### src/core/swd_pkg.sv
// shared constants and carrier types for the switch driver latch control
package swd_pkg;
  localparam int NUM_OUT = 10;
  localparam int CLK_NS = 50;
  // front-panel one-shot width
  localparam int ONESHOT_MS = 17;
  localparam int ONESHOT_CYC_DEF = (ONESHOT_MS * 1000000) / CLK_NS;
  localparam int ONESHOT_W = 19;
  // apb register byte addresses
  localparam logic [7:0] ADDR_STATUS = 8'h00;
  localparam logic [7:0] ADDR_BUSADR = 8'h04;
  // status field positions
  localparam int ST_LATCH_LSB = 0;
  localparam int ST_REMOTE = 16;
  localparam int ST_LOCKOUT = 17;
  localparam int ST_LISTEN = 18;
  localparam int ST_STATE_A = 19;
  localparam logic [4:0] BUSADR_RST = 5'h00;
  // interface command bytes (atn true)
  localparam logic [7:0] CMD_GTL = 8'h01;
  localparam logic [7:0] CMD_LLO = 8'h11;
  localparam logic [7:0] CMD_UNL = 8'h3f;
  localparam logic [2:0] CMD_LAG = 3'h1;
  // data bytes (atn false)
  localparam logic [7:0] DATA_A = 8'h41;
  localparam logic [7:0] DATA_B = 8'h42;
  localparam logic [7:0] DATA_ZERO = 8'h30;
  localparam logic [7:0] DATA_NINE = 8'h39;
  localparam logic [3:0] SEL_TEN = 4'h9;
  localparam logic [3:0] SEL_NONE = 4'hf;
  // sampled bus lines, positive logic
  typedef struct packed {
    logic dav;
    logic atn;
    logic ren;
    logic ifc;
    logic [7:0] dio;
  } swd_bus_t;
  // acceptor handshake states
  typedef enum logic [2:0] {
    HS_READY = 3'b001,
    HS_TAKE = 3'b010,
    HS_DONE = 3'b100
  } swd_hs_t;
endpackage

### src/core/swd_ctrl.sv
// latch, remote/local and bus listener logic of the switch driver
// What this block does
// - local mode: latches toggle on every clock
// - local: inverted one-shot pulses clock latches
// - remote: A-or-B flop steers latch inputs
// - decoder makes one clock per selected latch
// - addressed latches update on decoder clock edge
// - power-up: all latches A, local mode
// - lockout makes local button ignored
// - remote/local set only by bus, button
// - data letter sets A-or-B flop
// - handshake done strobe feeds command, lockout logic
// - nrfd, ndac from dav and permit
// - dio and atn qualified by done strobe
// - select code, strobe, remote give latch strobe
// - bus commands switch remote and local
// - one button changes only its output
// - addressed remote enable enters remote mode
// - lockout then go-to-local restores button
// - letter then digits sets listed outputs
// - non-retriggerable seventeen millisecond one-shot
// - indicators lit for A, dark for B
// - bus clear to local unless lockout
//
// The APB slave port and the register offsets were decided locally.
`timescale 1ns/1ns
module swd_ctrl
  import swd_pkg::*;
#(
  parameter int ONESHOT_CYC = ONESHOT_CYC_DEF
) (
  input wire logic clk,
  input wire logic reset,
  // apb slave
  input wire logic psel,
  input wire logic penable,
  input wire logic pwrite,
  input wire logic [7:0] paddr,
  input wire logic [31:0] pwdata,
  output logic [31:0] prdata,
  output logic pready,
  output logic pslverr,
  // bus lines, positive logic
  input wire logic bus_dav,
  input wire logic bus_atn,
  input wire logic bus_ren,
  input wire logic bus_ifc,
  input wire logic [7:0] bus_dio,
  output logic nrfd_out,
  output logic nrfd_oe,
  output logic ndac_out,
  output logic ndac_oe,
  // front panel
  input wire logic [NUM_OUT-1:0] button,
  input wire logic local_button,
  // outputs to drivers and lamps
  output logic [NUM_OUT-1:0] latch_q,
  output logic [NUM_OUT-1:0] inverted_latch_output,
  output logic remote_lamp,
  output logic local_lamp,
  output logic latch_strobe_low
);

  swd_bus_t bus_raw;
  swd_bus_t bus_s1, bus_s2, bus_s3, bus_f;
  logic [NUM_OUT:0] pan_s1, pan_s2, pan_s3, pan_f, pan_prev;
  logic [NUM_OUT-1:0] press;
  logic [NUM_OUT-1:0] pulse;
  logic [NUM_OUT-1:0] pulse_prev;
  logic [NUM_OUT-1:0] local_clk_n;
  logic local_press;
  swd_hs_t hs_state;
  logic handshake_permit;
  logic handshake_done;
  logic [7:0] byte_in;
  logic atn_in;
  logic remote;
  logic lockout;
  logic listen;
  logic state_a;
  logic [4:0] bus_address;
  logic is_cmd, is_data;
  logic cmd_mla, cmd_unl, cmd_gtl, cmd_llo;
  logic [3:0] sel_code;
  logic [NUM_OUT-1:0] dec_clk;
  logic strobe_gate;
  logic [31:0] status_word;
  logic hit_status, hit_busadr;

  assign bus_raw = '{dav: bus_dav, atn: bus_atn, ren: bus_ren, ifc: bus_ifc, dio: bus_dio};

  // three-stage pin sync; value moves once stages two and three agree
  always_ff @(posedge clk) begin
    if (reset) begin
      bus_s1 <= '0;
      bus_s2 <= '0;
      bus_s3 <= '0;
    end else begin
      bus_s1 <= bus_raw;
      bus_s2 <= bus_s1;
      bus_s3 <= bus_s2;
    end
  end

  always_ff @(posedge clk) begin
    if (reset) begin
      bus_f <= '0;
    end else begin
      for (int i = 0; i < $bits(swd_bus_t); i++) begin
        if (bus_s2[i] == bus_s3[i]) begin
          bus_f[i] <= bus_s3[i];
        end
      end
    end
  end

  // same sync for the panel buttons, local button in the top bit
  always_ff @(posedge clk) begin
    if (reset) begin
      pan_s1 <= '0;
      pan_s2 <= '0;
      pan_s3 <= '0;
      pan_f <= '0;
      pan_prev <= '0;
    end else begin
      pan_s1 <= {local_button, button};
      pan_s2 <= pan_s1;
      pan_s3 <= pan_s2;
      pan_f <= (pan_s2 & pan_s3) | (pan_f & (pan_s2 ^ pan_s3));
      pan_prev <= pan_f;
    end
  end

  assign press = pan_f[NUM_OUT-1:0] & ~pan_prev[NUM_OUT-1:0];
  assign local_press = pan_f[NUM_OUT] & ~pan_prev[NUM_OUT];

  // one-shot per button; presses during a pulse are dropped
  for (genvar g = 0; g < NUM_OUT; g++) begin : g_shot
    logic [ONESHOT_W-1:0] cnt;
    always_ff @(posedge clk) begin
      if (reset) begin
        cnt <= '0;
      end else if (cnt != '0) begin
        cnt <= cnt - 1'b1;
      end else if (press[g]) begin
        cnt <= ONESHOT_W'(ONESHOT_CYC);
      end
    end
    assign pulse[g] = (cnt != '0);
  end

  always_ff @(posedge clk) begin
    if (reset) begin
      pulse_prev <= '0;
    end else begin
      pulse_prev <= pulse;
    end
  end

  // local selector passes the pulse inverted; its falling edge clocks the latch
  assign local_clk_n = ~pulse;
  // one clock per pulse: low now and high in the cycle before
  wire [NUM_OUT-1:0] local_fall = ~local_clk_n & ~pulse_prev;

  // acceptor handshake: ready -> take byte -> wait for dav release
  always_ff @(posedge clk) begin
    if (reset) begin
      hs_state <= HS_READY;
    end else begin
      unique case (hs_state)
        HS_READY: begin
          if (bus_f.dav) begin
            hs_state <= HS_TAKE;
          end
        end
        HS_TAKE: begin
          hs_state <= HS_DONE;
        end
        HS_DONE: begin
          if (!bus_f.dav) begin
            hs_state <= HS_READY;
          end
        end
      endcase
    end
  end

  assign handshake_permit = (hs_state == HS_READY);
  assign handshake_done = (hs_state == HS_TAKE);
  // lines are pulled low through the enables only
  assign nrfd_out = 1'b0;
  assign ndac_out = 1'b0;
  assign nrfd_oe = bus_f.dav | ~handshake_permit;
  assign ndac_oe = ~(bus_f.dav & ~handshake_permit & ~(hs_state == HS_TAKE));

  // byte and atn as seen during the take state
  assign byte_in = bus_f.dio;
  assign atn_in = bus_f.atn;
  assign is_cmd = handshake_done & atn_in;
  assign is_data = handshake_done & ~atn_in & listen;
  assign cmd_mla = is_cmd & (byte_in[7:5] == CMD_LAG) & (byte_in[4:0] == bus_address);
  assign cmd_unl = is_cmd & (byte_in == CMD_UNL);
  assign cmd_gtl = is_cmd & listen & (byte_in == CMD_GTL);
  assign cmd_llo = is_cmd & (byte_in == CMD_LLO);

  // listen flop: set by own address, cleared by ifc, unlisten or go-to-local
  always_ff @(posedge clk) begin
    if (reset) begin
      listen <= 1'b0;
    end else if (bus_f.ifc || cmd_unl || cmd_gtl) begin
      listen <= 1'b0;
    end else if (cmd_mla) begin
      listen <= 1'b1;
    end
  end

  // lockout flop; ren release or go-to-local frees the button
  always_ff @(posedge clk) begin
    if (reset) begin
      lockout <= 1'b0;
    end else if (!bus_f.ren || cmd_gtl) begin
      lockout <= 1'b0;
    end else if (cmd_llo) begin
      lockout <= 1'b1;
    end
  end

  // remote/local flop; bus wins over the button in the same cycle
  always_ff @(posedge clk) begin
    if (reset) begin
      remote <= 1'b0;
    end else if (cmd_mla && bus_f.ren) begin
      remote <= 1'b1;
    end else if (!bus_f.ren || cmd_gtl) begin
      remote <= 1'b0;
    end else if (bus_f.ifc && !lockout) begin
      remote <= 1'b0;
    end else if (local_press && !lockout) begin
      remote <= 1'b0;
    end
  end

  // A-or-B flop from the state letter of a data string
  always_ff @(posedge clk) begin
    if (reset) begin
      state_a <= 1'b1;
    end else if (is_data && byte_in == DATA_A) begin
      state_a <= 1'b1;
    end else if (is_data && byte_in == DATA_B) begin
      state_a <= 1'b0;
    end
  end

  // digit to select code; digit zero picks the tenth output
  always_comb begin
    sel_code = SEL_NONE;
    if (is_data && byte_in >= DATA_ZERO && byte_in <= DATA_NINE) begin
      if (byte_in == DATA_ZERO) begin
        sel_code = SEL_TEN;
      end else begin
        sel_code = 4'(byte_in[3:0] - 4'h1);
      end
    end
  end

  // strobe only in remote, after a complete byte
  assign strobe_gate = remote & (sel_code != SEL_NONE);

  // four-to-ten decoder, one clock per latch
  always_comb begin
    dec_clk = '0;
    for (int i = 0; i < NUM_OUT; i++) begin
      if (strobe_gate && sel_code == 4'(i)) begin
        dec_clk[i] = 1'b1;
      end
    end
  end

  // active-low strobe registered so it never glitches
  always_ff @(posedge clk) begin
    if (reset) begin
      latch_strobe_low <= 1'b1;
    end else begin
      latch_strobe_low <= ~strobe_gate;
    end
  end

  // ten jk latches; local toggles, remote loads the A-or-B level
  always_ff @(posedge clk) begin
    if (reset) begin
      latch_q <= '1;
    end else begin
      for (int i = 0; i < NUM_OUT; i++) begin
        if (!remote && local_fall[i]) begin
          latch_q[i] <= ~latch_q[i];
        end else if (remote && dec_clk[i]) begin
          latch_q[i] <= state_a;
        end
      end
    end
  end

  // lamps follow the latch and mode flops
  assign inverted_latch_output = ~latch_q;
  assign remote_lamp = remote;
  assign local_lamp = ~remote;

  // apb slave: zero wait, read data captured in setup
  assign hit_status = (paddr == ADDR_STATUS);
  assign hit_busadr = (paddr == ADDR_BUSADR);
  assign pready = 1'b1;
  assign pslverr = psel & penable & ~(hit_status | hit_busadr);

  always_comb begin
    status_word = '0;
    status_word[ST_LATCH_LSB +: NUM_OUT] = latch_q;
    status_word[ST_REMOTE] = remote;
    status_word[ST_LOCKOUT] = lockout;
    status_word[ST_LISTEN] = listen;
    status_word[ST_STATE_A] = state_a;
  end

  // listen address replaces the panel address switch
  always_ff @(posedge clk) begin
    if (reset) begin
      bus_address <= BUSADR_RST;
    end else if (psel && penable && pwrite && hit_busadr) begin
      bus_address <= pwdata[4:0];
    end
  end

  always_ff @(posedge clk) begin
    if (reset) begin
      prdata <= '0;
    end else if (psel && !penable && !pwrite) begin
      if (hit_status) begin
        prdata <= status_word;
      end else if (hit_busadr) begin
        prdata <= {27'h0, bus_address};
      end else begin
        prdata <= '0;
      end
    end
  end

endmodule

### config.mk
export PLATFORM = sky130hd
export DESIGN_NAME = swd_ctrl
export DESIGN_NICKNAME = d
export VERILOG_FILES = /design/src/core/swd_pkg.sv /design/src/core/swd_ctrl.sv
export SDC_FILE = /design/constraint.sdc
export NUM_CORES = 1
export LEC_CHECK = 0
export BUFFER_PORTS_ARGS = -buffer_cell sky130_fd_sc_hd__buf_4
export CORE_AREA = 2 2 209 211
export CTS_BUF_LIST = sky130_fd_sc_hd__clkbuf_8
export CTS_CLUSTER_SIZE = 30
export DETAILED_ROUTE_END_ITERATION = 7
export DIE_AREA = 0 0 211 213
export GPL_TIMING_DRIVEN = 0
export PLACE_DENSITY = 0.62
export SLEW_MARGIN = 10
export SYNTH_ARGS = -nofsm -noshare
export SYNTH_HDL_FRONTEND = slang
export SYNTH_SLANG_ARGS = --single-unit
### constraint.sdc
create_clock -name clk -period 2.9 [get_ports clk]
set_input_delay 0.725 -clock clk [delete_from_list [all_inputs] [get_ports clk]]
set_output_delay 0.725 -clock clk [all_outputs]
set_load 0.01 [all_outputs]
# After elaboration in Yosys (flattened, before gate mapping)
# Index checks and enable logic that the tools add are counted.
# classes
add_sub_neg	11
shifts	0
n_lt_le_gt_ge	2
muxes	61
n_eq_ne	36
div_mod_pow	0
n_reduce_logical	87
bitwise_logic	46
mul	0
# op_table
op	n
2-to-1 mux 19 bit	20
nonzero test 19 bit	10
subtractor 19 x 1 -> 19 bit, second input constant	10
inverter 10 bit	5
logical AND 1 bit	42
nonzero test 2 bit	20
2-to-1 mux 1 bit	34
AND 11 bit	2
AND 10 bit	2
2-to-1 mux 20 bit	1
inverter 1 bit	18
equality test 4 x 3 -> 1 bit, second input constant	4
equality test 8 x 6 -> 1 bit, second input constant	2
equality test 8 x 7 -> 1 bit, second input constant	2
AND 1 bit	15
equality test 1 bit	12
OR 11 bit	1
XOR 11 bit	1
one-hot mux 3 bit (3 select lines)	1
equality test 4 x 2 -> 1 bit, second input constant	2
equality test 4 bit, second input constant	2
equality test 8 x 1 -> 1 bit, second input constant	1
equality test 8 x 3 -> 1 bit, second input constant	1
equality test 8 x 5 -> 1 bit, second input constant	1
other kinds (21)	34
# word_totals
out_inout_bits	61
latchBits	0
ram_bits	0
n_memories	0
regBits	358
rom_bits	0

# Longest topological paths before layout
# logic_depth
word_depth	13
depth_mapped	9

# Least setup slack after synthesis
# No wires, ideal clock.
# synth_path
path_type	register to register
from	register bus_f, in the netlist byte_in[0]
to	register latch_q[8]
path_stages_with_launch	9
path_buffers	1
arrival_ps	2502
synth_period_minus_slack_ps	2582
path_slack_ps	318
path_cell_list	dfxtp_1 -> clkbuf_1 -> inv_1 -> ha_1 -> nor3b_1 -> nand4b_1 -> or2_2 -> or4b_2 -> a22oi_1
# synth_between
elab_chain_len	10
elab_cells_between_ends	15
classes_between	1 x add/sub; 2 x order compare; 3 x eq/ne; 3 x mux; 1 x bitwise; 5 x reduce/logical
# synth_rtl
element	line_no	text
start, declared	swd_ctrl.sv:65	swd_bus_t bus_s1, bus_s2, bus_s3, bus_f;
start signal, assigned by index	swd_ctrl.sv:111	bus_f[i] <= bus_s3[i];
>= comparator 8 x 6 -> 1 bit	swd_ctrl.sv:257	if (is_data && byte_in >= DATA_ZERO && byte_in <= DATA_NINE) begin
logical AND 1 bit (2 in a row)	swd_ctrl.sv:257	
2-to-1 mux 4 bit (*)	swd_ctrl.sv:257	
!= test 4 bit	swd_ctrl.sv:267	assign strobe_gate = remote & (sel_code != SEL_NONE);
AND 1 bit	swd_ctrl.sv:267	
logical AND 1 bit (*)	swd_ctrl.sv:273	if (strobe_gate && sel_code == 4'(i)) begin
2-to-1 mux 1 bit (*)	swd_ctrl.sv:273	
logical AND 1 bit (*)	swd_ctrl.sv:296	end else if (remote && dec_clk[i]) begin
nonzero test 2 bit (no line) (*)	n/a	
end signal, assigned by index	swd_ctrl.sv:295	latch_q[i] <= ~latch_q[i];
end signal, assigned by index	swd_ctrl.sv:297	latch_q[i] <= state_a;
end, declared	swd_ctrl.sv:57	output logic [NUM_OUT-1:0] latch_q,
# Mark *: on every way between the ends. The rest lies on a longest branch, timed or not.
# A chain may end at the register's enable or synchronous reset.

# Final worst setup path
# Ends and elaborated chain as after synthesis.

==> summary.txt <==
STA
  • Part of the cycle the worst path needs: a little under 100%
  • Slew Limit Fails: 0
  • WHS: 330 ps
  • Worst-Margin Slew: 1030 ps
  • Final setup fails: 0
  • Min cycle time layout: roughly 2800 ps
  • Fmax: 357 MHz
  • Clock Skew: 18.5 ps
  • Relative slew slack: 31.2%
  • Endpoints failing hold: 0
  • RSZ-0062 raised after global routing: no
  • Setup ws final: 97.8 ps

Logic synthesis
  • Cells after Synth: ~1,700
  • Post-synthesis async set-or-reset flop share: 0%
  • Seq cells post-synth: 340
  • Area of the mapped netlist: roughly 15,000 µm²
  • Post-synth EDFFs: 0
  • Seq/Total Area, Yosys: a little under half
  • Total of warnings raised by yosys: 0
  • Predominant post-synthesis flop cell: dfxtp_1
  • Avg Cell Area, Syn: approximately 8.8 µm²
  • Yosys cell types: 78

Pwr
  • Comb pwr share: 41.0%
  • Pwr Density: roughly 1100 nW/µm²
  • Int Power: 11.2 mW
  • Switching share of total power: roughly 40%
  • Max IR drop VDD: 0.430 mV
  • Psw: 7.34 mW
  • Flop pwr share: 36.6%
  • Clock power frac: 22.4%
  • Leakage: roughly 6.7 nW

Hold path
  • Hold Path Cell Cnt: 2
  • Hold crit path type: in -> reg

Cells and area
  • P&R area growth vs syn: 17.3%
  • Antenna diodes: 0
  • Layout fillers: 4,242
  • Commonest cells after routing, fill and taps aside: 339 x dfxtp_1, 182 x nor2_1, 116 x a21oi_1, 102 x buf_4, 94 x nor2b_1
  • Final net count: 1,924
  • Layout cell share with drive strength beyond 1: 13.7%
  • Final core utilization: 40.7%
  • Most common cell after layout, fill and taps aside: dfxtp_1
  • Post-route cell area: 17,400 µm²

Worst setup path
  • Startpoint types: flop
  • Worst setup EP type: flop
  • Critical path class: reg -> reg
  • Worst EP arrival: 3320 ps
  • Req. time, crit path: 3420 ps
  • Worst R2R Path Depth: 8
  • Max FO, Critical Path: 10

GRT
  • Initial antenna violation count: 0
  • Total congestion overflow: 0
  • Largest net degree at the start of global routing: 15
  • First-pass GRT wire length: roughly 61 mm
  • GRT Overall Usage: 16.7%
  • Vias in the first global route: 11,900

Drt
  • Routed Antenna Nets: 0
  • Wire length per cell: 15.7 µm
  • # DRC: 0
  • Via Count: 12,600
  • Routed WL: 37.9 mm
  • DR vias/cell: 5.23
  • Initial DRC Count: 593
  • DR pass1 iterations: 6

Place
  • Gpl congestion: approximately 0.84
  • Buffers on Ports: 80
  • Placement Setup Slack: -578 ps
  • Post-DP HPWL: 27.0 mm
  • Placed Area: about 16,000 µm²

Clock network
  • Clock slew at reported path FFs: around 60 ps
  • CTS Root Cell: clkbuf_8
  • Worst-Skew Late Latency: 610 ps
  • Clk sink count: 340
  • CTS Buf Count: 55
  • H-tree depth: 2
  • CTS max path bufs: 3
  • CTS tree: built

Die
  • Full die area: ~45,000 µm²
  • I/O pins: 129
  • Standard-cell rows: 76
  • Chip Width: 211 µm
  • Vert. Die Dim: 213 µm
  • Starting Density: 34.6%
  • Core region area: 42,700 µm²

Status
  • Outcome: finished clean

Job
  • # Max-Cap Violations: 0
## power by group through the flow
stage	Combinational [mW]	Clock, mW	Sequential [mW]
after global placement	7.29	0	6.78
after global routing	8.53	4.46	6.94
after CTS	7.51	4.24	6.75
after floorplan	5.80	0	6.61
final	7.59	4.14	6.78
after detailed placement	7.45	0	6.83
## cell families (layout without fill, tap and decap cells)
family | Yosys count | after routing | synth area share, %
compound gates | 355 | 355 | 16.1
xor+xnor | 68 | 68 | 4.03
fa+ha+maj | 26 | 26 | 2.20
buf+inv | 144 | 323 | 4.23
flops | 340 | 340 | 46.0
mux | 25 | 25 | 1.76
other cells | 2 | 21 | 0.0508
simple gates | 713 | 713 | 25.7
## critical path, stage by stage (launching register included)
cell and delay [ps]:
dfxtp_2 370, clkbuf_4 220, inv_1 150, ha_1 260, nor3b_1 200, nand4b_1 320, or2_2 360, or4b_2 640
a22oi_1 190
## final cells by class
| cell class | instances | area (µm²) | share of cell area, % |
|---|---|---|---|
| repair buffers | 81 | 608 | 3.50 |
| well taps | 546 | 683 | 3.94 |
| inverters | 43 | 161 | 0.930 |
| multi-input cells | 1208 | 7510 | 43.3 |
| plain buffers | 101 | 472 | 2.72 |
| flip-flops and latches | 340 | 6810 | 39.2 |
| clock buffers | 70 | 963 | 5.55 |
| clock inverters | 28 | 153 | 0.879 |
## synth_stat cells, types with 6 or more instances
library cell | n | area (µm²)
a2111oi_0 | 13 | 114
a211o_1 | 6 | 52.6
a211oi_1 | 58 | 435
a21oi_1 | 116 | 581
a22oi_1 | 21 | 158
a311oi_1 | 7 | 61.3
and3_1 | 7 | 43.8
buf_4 | 21 | 158
clkbuf_1 | 70 | 263
dfxtp_1 | 340 | 6810
ha_1 | 26 | 325
inv_1 | 42 | 158
mux2_2 | 8 | 90.1
mux2i_1 | 17 | 170
nand2_1 | 84 | 315
nand2b_1 | 24 | 150
nand3_1 | 31 | 155
nand4_1 | 11 | 68.8
nor2_1 | 183 | 687
nor2b_1 | 94 | 588
nor3_1 | 92 | 460
nor3b_1 | 12 | 90.1
nor4_1 | 39 | 244
nor4b_1 | 7 | 61.3
o211ai_1 | 12 | 90.1
o21a_1 | 8 | 60.1
o21ai_0 | 44 | 220
o31ai_1 | 13 | 97.6
or2_2 | 17 | 106
or3_1 | 51 | 319
or4_1 | 29 | 218
xnor2_1 | 40 | 350
xor2_1 | 28 | 245
## state kept, by name, summed over array words and instances (netlist names)
name / count
g_shot.cnt: 190
prdata: 14
bus_s1: 12
bus_s2: 12
bus_s3: 12
pan_f: 11
pan_prev: 11
pan_s1: 11
pan_s2: 11
pan_s3: 11
latch_q: 10
pulse_prev: 10
byte_in: 8
bus_address: 5
bus_f: 3
hs_state: 3
atn_in: 1
latch_strobe_low: 1
listen: 1
lockout: 1
remote_lamp: 1
state_a: 1
## stage by stage
| step | setup TNS (ps) | total power, mW | cells |
|---|---|---|---|
| CTS | 0 | 18.5 | 2417 |
| finish | 0 | 18.5 | 2417 |
| detailed placement | -33850 | 14.3 | 2319 |
| global route | 0 | 19.9 | 2417 |
| global placement | -29330 | 14.1 | 2318 |
| floorplan | 0 | 12.4 | 1692 |
## what timing repair did
item	4_1_cts	5_1_grt
hold buffers	0	0
endpoints found under the setup margin	7	15
pin swaps	0	0
setup buffers	0	0
resized for setup	7	14
## final timing paths
path                   start          to  slack [ps]
hold / removal       bus_ren   bus_s1[9]         330
setup / recovery  byte_in[0]  latch_q[8]         100
hold reg to reg    pan_s1[7]   pan_s2[7]         430
setup reg to reg  byte_in[0]  latch_q[8]         100
## per-layer routing
layer	GRT usage [%]	part of all wire [%]	vias to the layer above
met5	0	0	-
met4	7.72	3.9	0
met3	2.84	4.8	84
met2	28.0	46	299
met1	21.0	45	5934
li1	-	-	6326
No activity file was read; power rests on OpenSTA's default activity.
